**src/rtw_pkg.sv**
```systemverilog
// Constants, types and register map of the calendar, trim and weekly alarm block
package rtw_pkg;

  // ----------------------------------------
  // Register offsets
  // ----------------------------------------
  localparam logic [3:0] ADDR_WDAY = 4'h3;
  localparam logic [3:0] ADDR_DAY = 4'h4;
  localparam logic [3:0] ADDR_MONTH = 4'h5;
  localparam logic [3:0] ADDR_YEAR = 4'h6;
  localparam logic [3:0] ADDR_TRIM = 4'h7;
  localparam logic [3:0] ADDR_WMIN = 4'h8;
  localparam logic [3:0] ADDR_WHOUR = 4'h9;
  localparam logic [3:0] ADDR_WMASK = 4'hA;

  // ----------------------------------------
  // Field positions
  // ----------------------------------------
  localparam int CENTURY_BIT = 7;
  localparam int TRIM_INTERVAL_BIT = 7;
  localparam int TRIM_SIGN_BIT = 6;

  // ----------------------------------------
  // BCD calendar limits
  // ----------------------------------------
  localparam logic [5:0] DAY_FIRST = 6'h01;
  localparam logic [5:0] DAY_28 = 6'h28;
  localparam logic [5:0] DAY_29 = 6'h29;
  localparam logic [5:0] DAY_30 = 6'h30;
  localparam logic [5:0] DAY_31 = 6'h31;
  localparam logic [4:0] MON_FIRST = 5'h01;
  localparam logic [4:0] MON_FEB = 5'h02;
  localparam logic [4:0] MON_APR = 5'h04;
  localparam logic [4:0] MON_JUN = 5'h06;
  localparam logic [4:0] MON_SEP = 5'h09;
  localparam logic [4:0] MON_NOV = 5'h11;
  localparam logic [4:0] MON_LAST = 5'h12;
  localparam logic [7:0] YEAR_FIRST = 8'h00;
  localparam logic [7:0] YEAR_LAST = 8'h99;
  localparam logic [2:0] WDAY_FIRST = 3'h0;
  localparam logic [2:0] WDAY_LAST = 3'h6;

  // ----------------------------------------
  // Second divider and trim points
  // ----------------------------------------
  localparam logic [15:0] SEC_NOMINAL = 16'h8000;
  localparam logic [6:0] SEC_00 = 7'h00;
  localparam logic [6:0] SEC_20 = 7'h20;
  localparam logic [6:0] SEC_40 = 7'h40;

  // ----------------------------------------
  // Alarm flag delay, in ns and in cycles
  // ----------------------------------------
  localparam int CLK_PERIOD_NS = 10;
  localparam int ALARM_DELAY_NS = 31000;
  localparam int ALARM_DELAY_CYC = ALARM_DELAY_NS / CLK_PERIOD_NS;

  // ----------------------------------------
  // Types
  // ----------------------------------------
  typedef enum logic [0:0] {
    AL_IDLE = 1'b0,
    AL_WAIT = 1'b1
  } rtw_alarm_e;

  typedef struct packed {
    logic wr;
    logic [3:0] addr;
    logic [7:0] wdata;
  } rtw_bus_req_s;

  typedef struct packed {
    logic [6:0] sec;
    logic [6:0] min;
    logic [5:0] hour;
  } rtw_time_s;

  typedef struct packed {
    logic [5:0] day;
    logic [4:0] month;
    logic century;
    logic [7:0] year;
    logic [7:0] trim;
    logic [6:0] wmin;
    logic [5:0] whour;
    logic [6:0] wmask;
    logic [2:0] wday;
    logic [15:0] div;
    logic skip;
    logic tick;
    logic match_q;
    rtw_alarm_e al;
    logic [11:0] dly;
    logic flag;
    logic [7:0] rdata;
  } rtw_state_s;

endpackage

```
**src/rtw_calendar_trim.sv**
```systemverilog
// Calendar counters, second trim divider and weekly alarm of the clock
//
// What this block does
// - Day counts BCD 1-31 in long months, 1-30 in short months.
// - February runs to 29 in leap years, otherwise to 28.
// - Day wrap from last day to 1 increments the month.
// - Month counts BCD 1-12; wrap from 12 to 1 increments year.
// - Year counts BCD 00-99; every multiple of four is leap, 00 included.
// - Century bit toggles when the year wraps from 99 to 00.
// - Day register at 4h holds six BCD bits; top two read zero.
// - Register 5h holds century in D7, month in D4-D0; D6-D5 zero.
// - Year register at 6h is a full read-write eight-bit BCD year.
// - After power-up the trim register reads zero; calendar may be anything.
// - Interval bit 0 applies correction at seconds 00, 20 and 40.
// - Interval bit 1 applies correction only at second 00.
// - A correction point coinciding with a trim write is skipped.
// - Sign 0 lengthens that second by twice magnitude minus one.
// - Sign 1 shortens that second by the same doubled amount.
// - Magnitude zero or one gives no correction at all.
// - Only the second divider is trimmed, never the oscillator tick.
// - Alarm minute at 8h, hour at 9h, day mask at Ah; top bits zero.
// - Alarm hour D5 is PM flag in 12-hour mode, hour tens in 24-hour.
// - In 12-hour mode midnight encodes 12 and noon encodes 32.
// - Mask bits map weekday codes 0-6; all zero never fires.
// - Power-on detection clears every trim bit.
// - Enabled alarm flag sets about 31 us after the match.
// - Weekday counter advances with the day, wrapping 6 to 0.
`timescale 1ns/1ps

module rtw_calendar_trim
  import rtw_pkg::*;
(
  input wire logic core_clk, // 100 MHz clock
  input wire logic resetn, // Async reset, low active
  input wire rtw_bus_req_s bus_req, // Register write and read address
  output logic [7:0] rdata, // Read data, one cycle after addr
  input wire logic osc_tick, // One pulse per oscillator cycle
  input wire rtw_time_s time_now, // Current BCD time
  input wire logic day_carry, // Pulse when hours roll over
  input wire logic power_up_flag, // Power-on detected, level
  input wire logic weekly_alarm_enable, // Alarm enable, level
  input wire logic alarm_flag_clear, // Software clears the flag
  output logic second_tick, // Pulse at each trimmed second
  output logic [2:0] weekday, // Day-of-week code
  output logic weekly_alarm_match_flag // Alarm flag
);

  localparam int DLY_LAST = ALARM_DELAY_CYC - 1;

  // ----------------------------------------
  // Reset release
  // ----------------------------------------
  logic [1:0] rst_sync;
  logic rst_n;

  // Two-stage release keeps state out of metastability
  always_ff @(posedge core_clk or negedge resetn) begin
    if (!resetn) begin
      rst_sync <= 2'b00;
    end else begin
      rst_sync <= {rst_sync[0], 1'b1};
    end
  end

  assign rst_n = rst_sync[1];

  // ----------------------------------------
  // Helpers
  // ----------------------------------------
  // BCD increment of a two-digit value
  function automatic logic [7:0] bcd_inc(input logic [7:0] v);
    if (v[3:0] == 4'h9) begin
      bcd_inc = {4'(v[7:4] + 4'h1), 4'h0};
    end else begin
      bcd_inc = {v[7:4], 4'(v[3:0] + 4'h1)};
    end
  endfunction

  // Odd tens need units 2 or 6, even tens units 0, 4 or 8
  function automatic logic is_leap(input logic [7:0] y);
    if (y[4]) begin
      is_leap = (y[3:0] == 4'h2) || (y[3:0] == 4'h6);
    end else begin
      is_leap = (y[1:0] == 2'b00);
    end
  endfunction

  function automatic logic [5:0] last_day(input logic [4:0] mo, input logic leap);
    case (mo)
      MON_FEB: last_day = leap ? DAY_29 : DAY_28;
      MON_APR, MON_JUN, MON_SEP, MON_NOV: last_day = DAY_30;
      default: last_day = DAY_31;
    endcase
  endfunction

  // ----------------------------------------
  // State
  // ----------------------------------------
  rtw_state_s st;
  rtw_state_s next_st;
  logic wr_trim;
  logic at_point;
  logic [5:0] mag;
  logic [15:0] adj;
  logic [15:0] len_m1;
  logic [5:0] day_last;
  logic mask_hit;
  logic match_now;

  // Correction point and trimmed length of the current second
  always_comb begin
    wr_trim = bus_req.wr && (bus_req.addr == ADDR_TRIM);
    mag = st.trim[5:0];
    adj = {9'h000, 6'(mag - 6'h01), 1'b0};
    if (st.trim[TRIM_INTERVAL_BIT]) begin
      at_point = (time_now.sec == SEC_00);
    end else begin
      at_point = (time_now.sec == SEC_00) || (time_now.sec == SEC_20)
        || (time_now.sec == SEC_40);
    end
    len_m1 = 16'(SEC_NOMINAL - 16'h0001);
    // Magnitudes 0 and 1 leave the second nominal
    if (at_point && !st.skip && (mag > 6'h01)) begin
      if (st.trim[TRIM_SIGN_BIT]) begin
        len_m1 = 16'(len_m1 - adj);
      end else begin
        len_m1 = 16'(len_m1 + adj);
      end
    end
  end

  // Month length and alarm match
  always_comb begin
    day_last = last_day(st.month, is_leap(st.year));
    // Code 7 is unused and must never select a mask bit
    mask_hit = (st.wday <= WDAY_LAST) && st.wmask[st.wday];
    match_now = mask_hit && (time_now.min == st.wmin)
      && (time_now.hour == st.whour);
  end

  // ----------------------------------------
  // Next state
  // ----------------------------------------
  always_comb begin
    next_st = st;
    next_st.tick = 1'b0;

    // Second divider; the oscillator tick itself is never altered
    if (osc_tick) begin
      if (st.div >= len_m1) begin
        next_st.div = 16'h0000;
        next_st.tick = 1'b1;
      end else begin
        next_st.div = 16'(st.div + 16'h0001);
      end
    end

    // Skip lasts to the end of the second, so a late write still cancels
    if (next_st.tick) begin
      next_st.skip = 1'b0;
    end
    if (wr_trim && at_point) begin
      next_st.skip = 1'b1;
    end

    // Calendar carry chain
    if (day_carry) begin
      if (st.wday >= WDAY_LAST) begin
        next_st.wday = WDAY_FIRST;
      end else begin
        next_st.wday = 3'(st.wday + 3'h1);
      end
      if (st.day == day_last) begin
        next_st.day = DAY_FIRST;
        if (st.month == MON_LAST) begin
          next_st.month = MON_FIRST;
          if (st.year == YEAR_LAST) begin
            next_st.year = YEAR_FIRST;
            next_st.century = !st.century;
          end else begin
            next_st.year = bcd_inc(st.year);
          end
        end else begin
          next_st.month = 5'(bcd_inc({3'b000, st.month}));
        end
      end else begin
        next_st.day = 6'(bcd_inc({2'b00, st.day}));
      end
    end

    // Register writes win over a carry in the same cycle
    if (bus_req.wr) begin
      case (bus_req.addr)
        ADDR_WDAY: next_st.wday = bus_req.wdata[2:0];
        ADDR_DAY: next_st.day = bus_req.wdata[5:0];
        ADDR_MONTH: begin
          next_st.month = bus_req.wdata[4:0];
          next_st.century = bus_req.wdata[CENTURY_BIT];
        end
        ADDR_YEAR: next_st.year = bus_req.wdata;
        ADDR_TRIM: next_st.trim = bus_req.wdata;
        ADDR_WMIN: next_st.wmin = bus_req.wdata[6:0];
        ADDR_WHOUR: next_st.whour = bus_req.wdata[5:0];
        ADDR_WMASK: next_st.wmask = bus_req.wdata[6:0];
        default: ;
      endcase
    end

    // Power-on detection overrides any trim write
    if (power_up_flag) begin
      next_st.trim = 8'h00;
    end

    // Alarm: a new match starts the flag delay
    next_st.match_q = match_now;
    case (st.al)
      AL_IDLE: begin
        if (match_now && !st.match_q && weekly_alarm_enable) begin
          next_st.al = AL_WAIT;
          next_st.dly = 12'h000;
        end
      end
      AL_WAIT: begin
        if (st.dly == 12'(DLY_LAST)) begin
          next_st.al = AL_IDLE;
          next_st.flag = 1'b1;
        end else begin
          next_st.dly = 12'(st.dly + 12'h001);
        end
      end
      default: next_st.al = AL_IDLE;
    endcase

    // A clear loses to a set arriving in the same cycle
    if (alarm_flag_clear && !(st.al == AL_WAIT && st.dly == 12'(DLY_LAST))) begin
      next_st.flag = 1'b0;
    end
    // Disabled alarm reads zero and drops any pending set
    if (!weekly_alarm_enable) begin
      next_st.flag = 1'b0;
      next_st.al = AL_IDLE;
    end

    // Read data, unused bits and offsets read zero
    case (bus_req.addr)
      ADDR_WDAY: next_st.rdata = {5'h00, st.wday};
      ADDR_DAY: next_st.rdata = {2'b00, st.day};
      ADDR_MONTH: next_st.rdata = {st.century, 2'b00, st.month};
      ADDR_YEAR: next_st.rdata = st.year;
      ADDR_TRIM: next_st.rdata = st.trim;
      ADDR_WMIN: next_st.rdata = {1'b0, st.wmin};
      ADDR_WHOUR: next_st.rdata = {2'b00, st.whour};
      ADDR_WMASK: next_st.rdata = {1'b0, st.wmask};
      default: next_st.rdata = 8'h00;
    endcase
  end

  // ----------------------------------------
  // Registers
  // ----------------------------------------
  // Reset clears everything; calendar values are arbitrary anyway
  always_ff @(posedge core_clk or negedge rst_n) begin
    if (!rst_n) begin
      st <= '0;
    end else begin
      st <= next_st;
    end
  end

  assign rdata = st.rdata;
  assign second_tick = st.tick;
  assign weekday = st.wday;
  assign weekly_alarm_match_flag = st.flag;
endmodule // rtw_calendar_trim

```
**config.mk**
```make
export PLATFORM = sky130hd
export DESIGN_NAME = rtw_calendar_trim
export DESIGN_NICKNAME = d
export VERILOG_FILES = /design/src/rtw_pkg.sv /design/src/rtw_calendar_trim.sv
export SDC_FILE = /design/constraint.sdc
export NUM_CORES = 1
export LEC_CHECK = 0
export BUFFER_PORTS_ARGS = -buffer_cell sky130_fd_sc_hd__buf_2
export CORE_MARGIN = 2
export CORE_UTILIZATION = 40
export CTS_CLUSTER_SIZE = 14
export DETAILED_ROUTE_END_ITERATION = 7
export PLACE_DENSITY = 0.67
export SLEW_MARGIN = 10
export SYNTH_ARGS = -nofsm -noshare
export SYNTH_HDL_FRONTEND = slang
export SYNTH_SLANG_ARGS = --single-unit
```
**constraint.sdc**
```tcl
create_clock -name core_clk -period 3.8 [get_ports core_clk]
set_input_delay 0.19 -clock core_clk [delete_from_list [all_inputs] [get_ports core_clk]]
set_output_delay 0.19 -clock core_clk [all_outputs]
set_load 0.1 [all_outputs]
```
# Word level (Yosys, flattened, before mapping)
# Cells that the tools add are included.
# Widths: inputs -> output; s select.
[totals] regBits=94 input_bits=40
[classes] n_addsub=12 n_lt_le_gt_ge=5 eq_ne=30 muxes=45 n_bitwise=1 n_reduce_logical=30
[op_table] operator="$pmux 8 s8" n=1
[op_table] operator="$mux 51" n=1
[op_table] operator="$mux 16" n=3
[op_table] operator="$mux 8" n=5
[op_table] operator="$mux 6" n=5
[op_table] operator="$pmux 13 s2" n=1
[op_table] operator="$eq 4x4->1 const B" n=6
[op_table] operator="$eq 4x3->1 const B" n=5
[op_table] operator="$mux 20" n=1
[op_table] operator="$add 15x7->16 const A" n=1
[op_table] operator="$add 16x1->16 const B" n=1
[op_table] operator="$add 4x1->4 const B" n=4
[op_table] operator="$ge 16x16->1" n=1
[op_table] operator="$sub 15x7->16 const A" n=1
[op_table] operator="$mux 1" n=15
[op_table] operator="$mux 14" n=1
[op_table] operator="$mux 7" n=2
[op_table] operator="$mux 13" n=1
[op_table] operator="$add 12x1->12 const B" n=1
[op_table] operator="$eq 12x12->1 const B" n=1
[op_table] operator="$eq 6x6->1" n=2
[op_table] operator="$mux 12" n=1
[op_table] operator="$reduce_and 2->1" n=6
[op_table] operator="$logic_and 1x1->1" n=11
[op_table] operator="31 further kinds" n=46

# Logic depth before layout (Yosys ltp)
[depth] ltp_word=12 ltp_mapped=18 depth_no_buf=17

# Worst setup path after synthesis
# OpenSTA, ideal clock, no wires.
[synth_path] kind="register to register" startpoint="reg st (netlist bit mag[2])" endpoint="reg st[31] (netlist bit)" setup_ns=0.132 t_arrival_ns=3.486 setup_slack_ns=0.182 stages_incl_launch_ff=19 path_cell_list="dfrtp_1 -> inv_1 -> ha_1 -> a21boi_0 -> a211oi_1 -> a21oi_1 -> nor2_1 -> a21oi_1 -> nor2b_1 -> ha_1 -> nor2_1 -> a211oi_1 -> ha_1 -> a2111oi_0 -> a221o_1 -> a31oi_1 -> and2_1 -> buf_1 -> nor2_1"
[synth_between] elab_chain_len=6 elab_cells_between_ends=9 classes_between="add/sub: 3; order compare: 2; mux: 3; reduce/logical: 1"
[synth_lines] item="start: declaration" line_no="rtw_calendar_trim.sv:99" source="rtw_state_s st;"
[synth_lines] item="start signal: assignment" line_no="rtw_calendar_trim.sv:266" source="st <= next_st;"
[synth_lines] item="$sub 6x1->6" line_no="rtw_calendar_trim.sv:114" source="adj = {9'h000, 6'(mag - 6'h01), 1'b0};"
[synth_lines] item="$add 15x7->16 or $sub 15x7->16 (tied branches)" line_no="rtw_calendar_trim.sv:127, rtw_calendar_trim.sv:125"
[synth_lines] item="$mux 16" line_no="rtw_calendar_trim.sv:124" source="if (st.trim[TRIM_SIGN_BIT]) begin"
[synth_lines] item="$mux 16 *" line_no="rtw_calendar_trim.sv:123" source="if (at_point && !st.skip && (mag > 6'h01)) begin"
[synth_lines] item="$ge 16x16->1 *" line_no="rtw_calendar_trim.sv:150" source="if (st.div >= len_m1) begin"
[synth_lines] item="$mux 16 *" line_no="rtw_calendar_trim.sv:150"
# Mark *: on every way between the ends. The rest lies on a longest branch, timed or not.
# A chain may end at the register's enable or synchronous reset.

# Worst setup path after layout
[layout_path] startpoint="reg st (netlist bit mag[1])" endpoint="reg st[29] (netlist bit)"
# Same word-level chain as after synthesis.

==> impl_metrics.sql <==
INSERT INTO impl_metrics (metric_group, metric, value, unit) VALUES
('run_status', 'status', 'complete, no violations', ''),
('drt', 'routed-via-count', '4921', ''),
('global_route', 'grt-ovfl-total', '0', ''),
('sta', 'max_freq', '289', 'MHz'),
('logic_synthesis', 'synth_top_flop_cell', 'dfrtp_1', ''),
('worst_setup_path', 'worstSetupPathDepth', '18', ''),
('sta', 'slew_viol_final', '0', ''),
('placement', 'port_buffers', '52', ''),
('worst_setup_path', 'crit_path_cell_trace', 'inv_1, ha_1, a21boi_0, buf_4, a21oi_1, nor2_1, a21oi_2, nor2b_1, ha_1, nor2_1, a211oi_1, ha_1, a2111oi_0, a221o_1, a31oi_1, buf_4, o21ai_0, a22o_1', ''),
('logic_synthesis', 'synthesis.nets', '706', ''),
('logic_synthesis', 'synth.cell_area', '5930', 'µm²'),
('logic_synthesis', 'ys_warn_count', '0', ''),
('cts', 'cts.clk_slew.worst_paths', '0.07', 'ns'),
('logic_synthesis', 'synth.ff_latch_count', '94', ''),
('worst_setup_path', 'crit_fanout', '5', ''),
('global_route', 'grt_pass1_vias', '4891', ''),
('worst_setup_path', 'crit_path_start_kind', 'flop', ''),
('cts', 'clock_sinks', '94', ''),
('power_and_ir_drop', 'p_int', '0.00212', 'W'),
('logic_synthesis', 'synth_seq_area_share', '39.7', '%'),
('logic_synthesis', 'yosys-top-cells-area', 'dfrtp_1 40%, ha_1 5.9%, xor2_1 5.3%, mux2_2 4.6%, nor2_1 4.3%', ''),
('power_and_ir_drop', 'power.switching', '0.00134', 'W'),
('power_and_ir_drop', 'netSwitchingFraction', '38.7', '%'),
('floorplan', 'i_o_pin_count', '53', ''),
('final_layout', 'num-nets-final', '736', ''),
('min_path', 'worst_hold_path.num_cells', '2', ''),
('logic_synthesis', 'synth-async-reset-ratio', '100', '%'),
('cts', 'cts.path.max_buffers', '2', ''),
('global_route', 'grtUsageTotal', '19.1', '%'),
('final_layout', 'flow.area_growth_from_synthesis', '11.2', '%'),
('worst_setup_path', 'worstPathBufferInverterCount', '3', ''),
('floorplan', 'die_w', '126', 'µm'),
('drt', 'drt.antenna.violating_nets', '0', ''),
('cts', 'cts_root_buffer', 'clkbuf_16', ''),
('logic_synthesis', 'yosysTopAreaCellShare', '39.7', '%'),
('logic_synthesis', 'synth.avg_cell_area', '9.29', 'µm²'),
('floorplan', 'fp.dieArea', '15800', 'µm²'),
('global_route', 'grt_pass1_wl', '24500', 'µm'),
('power_and_ir_drop', 'share_seq_of_total_power', '44.2', '%'),
('worst_setup_path', 'critical_path_class', 'flop to flop', ''),
('min_path', 'holdCritPathClass', 'input pin to flop', ''),
('sta', 'fin_crit', '3.47', 'ns'),
('worst_setup_path', 'most_used_cell_cp', 'ha_1', ''),
('drt', 'drt_pass_1_iters', '6', ''),
('global_route', 'antenna_found_initial', '0', ''),
('drt', 'drc_errors', '0', ''),
('worst_setup_path', 'critical-path-max-stage-delay', '0.43', 'ns'),
('sta', 'timing.clock.skew', '0.00655', 'ns'),
('final_layout', 'share_of_post_route_cells_with_drive_strength_above_1', '16.8', '%'),
('placement', 'dp_hpwl', '10700', 'µm'),
('power_and_ir_drop', 'pwr-share-clk', '27.8', '%'),
('sta', 'worstMarginPinSlew', '1.09', 'ns'),
('floorplan', 'floorplan.core_area', '14500', 'µm²'),
('worst_setup_path', 'critical_path_arrival', '3.77', 'ns'),
('worst_setup_path', 'critical-path-top-delay-family', 'compound AO/OA/AOI/OAI gates', ''),
('final_layout', 'antenna_cells_inserted', '0', ''),
('worst_setup_path', 'cp_slowest_cell', 'a2111oi_0', ''),
('sta', 'layout_worst_path_cycle_share', '91.2', '%'),
('logic_synthesis', 'post_synth_inst_count', '638', ''),
('cts', 'cts_tree', 'built', ''),
('sta', 'finalSetupTns', '0', 'ns'),
('final_layout', 'post-route-util', '45.4', '%'),
('drt', 'wire_per_inst', '17.2', 'µm'),
('sta', 'worst_slew_margin_rel', '26.9', '%'),
('power_and_ir_drop', 'p_leak', '2.95', 'nW'),
('logic_synthesis', 'yosys.area.top_type', 'dfrtp_1', ''),
('power_and_ir_drop', 'power_density', '523', 'nW/µm²'),
('worst_setup_path', 'cp-end-kind', 'flop', ''),
('drt', 'totalWireLength', '14800', 'µm'),
('cts', 'numCtsBuffers', '9', ''),
('sta', 'rsz0062_at_grt', 'no', '');
flip-flops by register name (all words and copies together) (netlist names):
name                     count
rdata                        8
rst_sync                     2
mag                          6
weekly_alarm_match_flag      1
weekday                      3
st                          73
second_tick                  1
logic make-up (layout without fill, tap and decap cells):
kind of cell | Yosys count | count (layout) | share of synthesized area (%)
buf+inv | 57 | 92 | 4.49
flops | 94 | 94 | 39.7
mux | 44 | 44 | 8.36
fa+ha+maj | 29 | 29 | 6.08
simple gates | 233 | 233 | 19.6
xor+xnor | 48 | 48 | 7.09
other cells | 1 | 1 | 0.0632
compound gates | 132 | 132 | 14.7
layout by cell type (no fill, tap or decap), types with 3 or more instances in the layout:
master / instances
a31oi_1: 8
a21oi_1: 20
dfrtp_1: 92
nor3_1: 12
nand3_1: 21
and3_1: 8
mux2_2: 24
and2_1: 3
and4_1: 5
nand2b_1: 7
mux2i_1: 18
a211o_1: 4
nor2_1: 67
o21ai_0: 37
nand2_1: 59
buf_4: 4
a211oi_1: 9
o31ai_1: 5
inv_1: 19
nand4_1: 9
xor2_1: 36
a22oi_1: 7
nor2b_1: 13
a21o_1: 5
clkbuf_16: 9
o21a_1: 4
nand3b_1: 4
ha_1: 28
buf_2: 52
o21ai_1: 3
nor3b_1: 3
o22ai_1: 3
a22o_1: 5
xnor2_1: 12
nor4_1: 4
metrics by stage:
step           setup WS (ns)  hold slack [ns]  power [W]  area (µm²)  std cells
3_3_place_gp           0.337          -0.0258    0.00245        6260        840
3_5_place_dp           0.237          -0.0241    0.00250        6260        840
6_report               0.334           0.0636    0.00345        6600        857
5_1_grt               0.0525           0.0753    0.00365        6600        857
4_1_cts                0.216           0.0533    0.00347        6580        857
2_1_floorplan          0.182           -0.106    0.00226        5930        638
Yosys cell counts, drive strengths merged, types with 3 or more instances:
master and n:
xor2 36, a22o 5, a22oi 7, a211oi 9, clkbuf 22, nor2 68
dfrtp 94, ha 28, nand3 21, o31ai 6, and4 5, a21oi 21
a21o 5, a211o 4, and2 5, o21a 4, nand2 60, and3 8
mux2i 19, nor2b 13, nor4 5, buf 16, nor3b 4, xnor2 12
o22ai 3, nor3 12, nand2b 7, a31oi 8, nand4 9, nand3b 4
o21ai 40, inv 19, mux2 24
worst reg2reg max path: stages, from the launching register on:
cell	delay [ns]
dfrtp_1	0.40
inv_1	0.17
ha_1	0.17
a21boi_0	0.24
buf_4	0.18
a21oi_1	0.06
nor2_1	0.15
a21oi_2	0.06
nor2b_1	0.12
ha_1	0.23
nor2_1	0.09
a211oi_1	0.06
ha_1	0.22
a2111oi_0	0.43
a221o_1	0.22
a31oi_1	0.08
buf_4	0.17
o21ai_0	0.20
a22o_1	0.15
power by group through the flow:
stage	clock network (W)	registers (W)	logic, W
after floorplan	0	0.00137	0.000892
after global placement	0	0.00152	0.000925
after detailed placement	0	0.00154	0.000961
after CTS	0.000989	0.00152	0.000966
after global routing	0.00103	0.00156	0.00107
final	0.000961	0.00153	0.000966
metal layers:
metal,up-vias,part of all wire (%),GRT usage [%]
met5,-,0,0
met4,0,1.4,4.40
met1,2415,45,25.6
li1,2329,-,-
met3,22,7.2,5.86
met2,155,47,30.6
worst paths after layout:
path | to | slack, ns | from
max | st[29] | 0.33 | mag[1]
min | st[21] | 0.06 | weekly_alarm_enable
max reg2reg | st[29] | 0.33 | mag[1]
min reg2reg | rst_sync[1] | 0.36 | rst_sync[0]
max in group asynchronous | st[10] | 2.45 | rst_sync[1]
min in group asynchronous | rst_sync[1] | 0.14 | resetn
layout make-up:
type | instances | area, µm²
Timing Repair Buffer | 57 | 300
Fill cell | 1365 | 7940
Clock buffer | 10 | 239
Sequential cell | 94 | 2360
Multi-Input combinational cell | 487 | 3320
Clock inverter | 6 | 75.1
Tap cell | 184 | 230
Inverter | 19 | 71.3
repair_timing:
item | in CTS | in global routing
resized for setup | 0 | 5
setup buffers | 0 | 0
hold buffers | 1 | 0
endpoints found under the setup margin | 0 | 17
hold endpoints to repair | 2 | 0
Note: power is estimated with default switching activity, not from simulation.
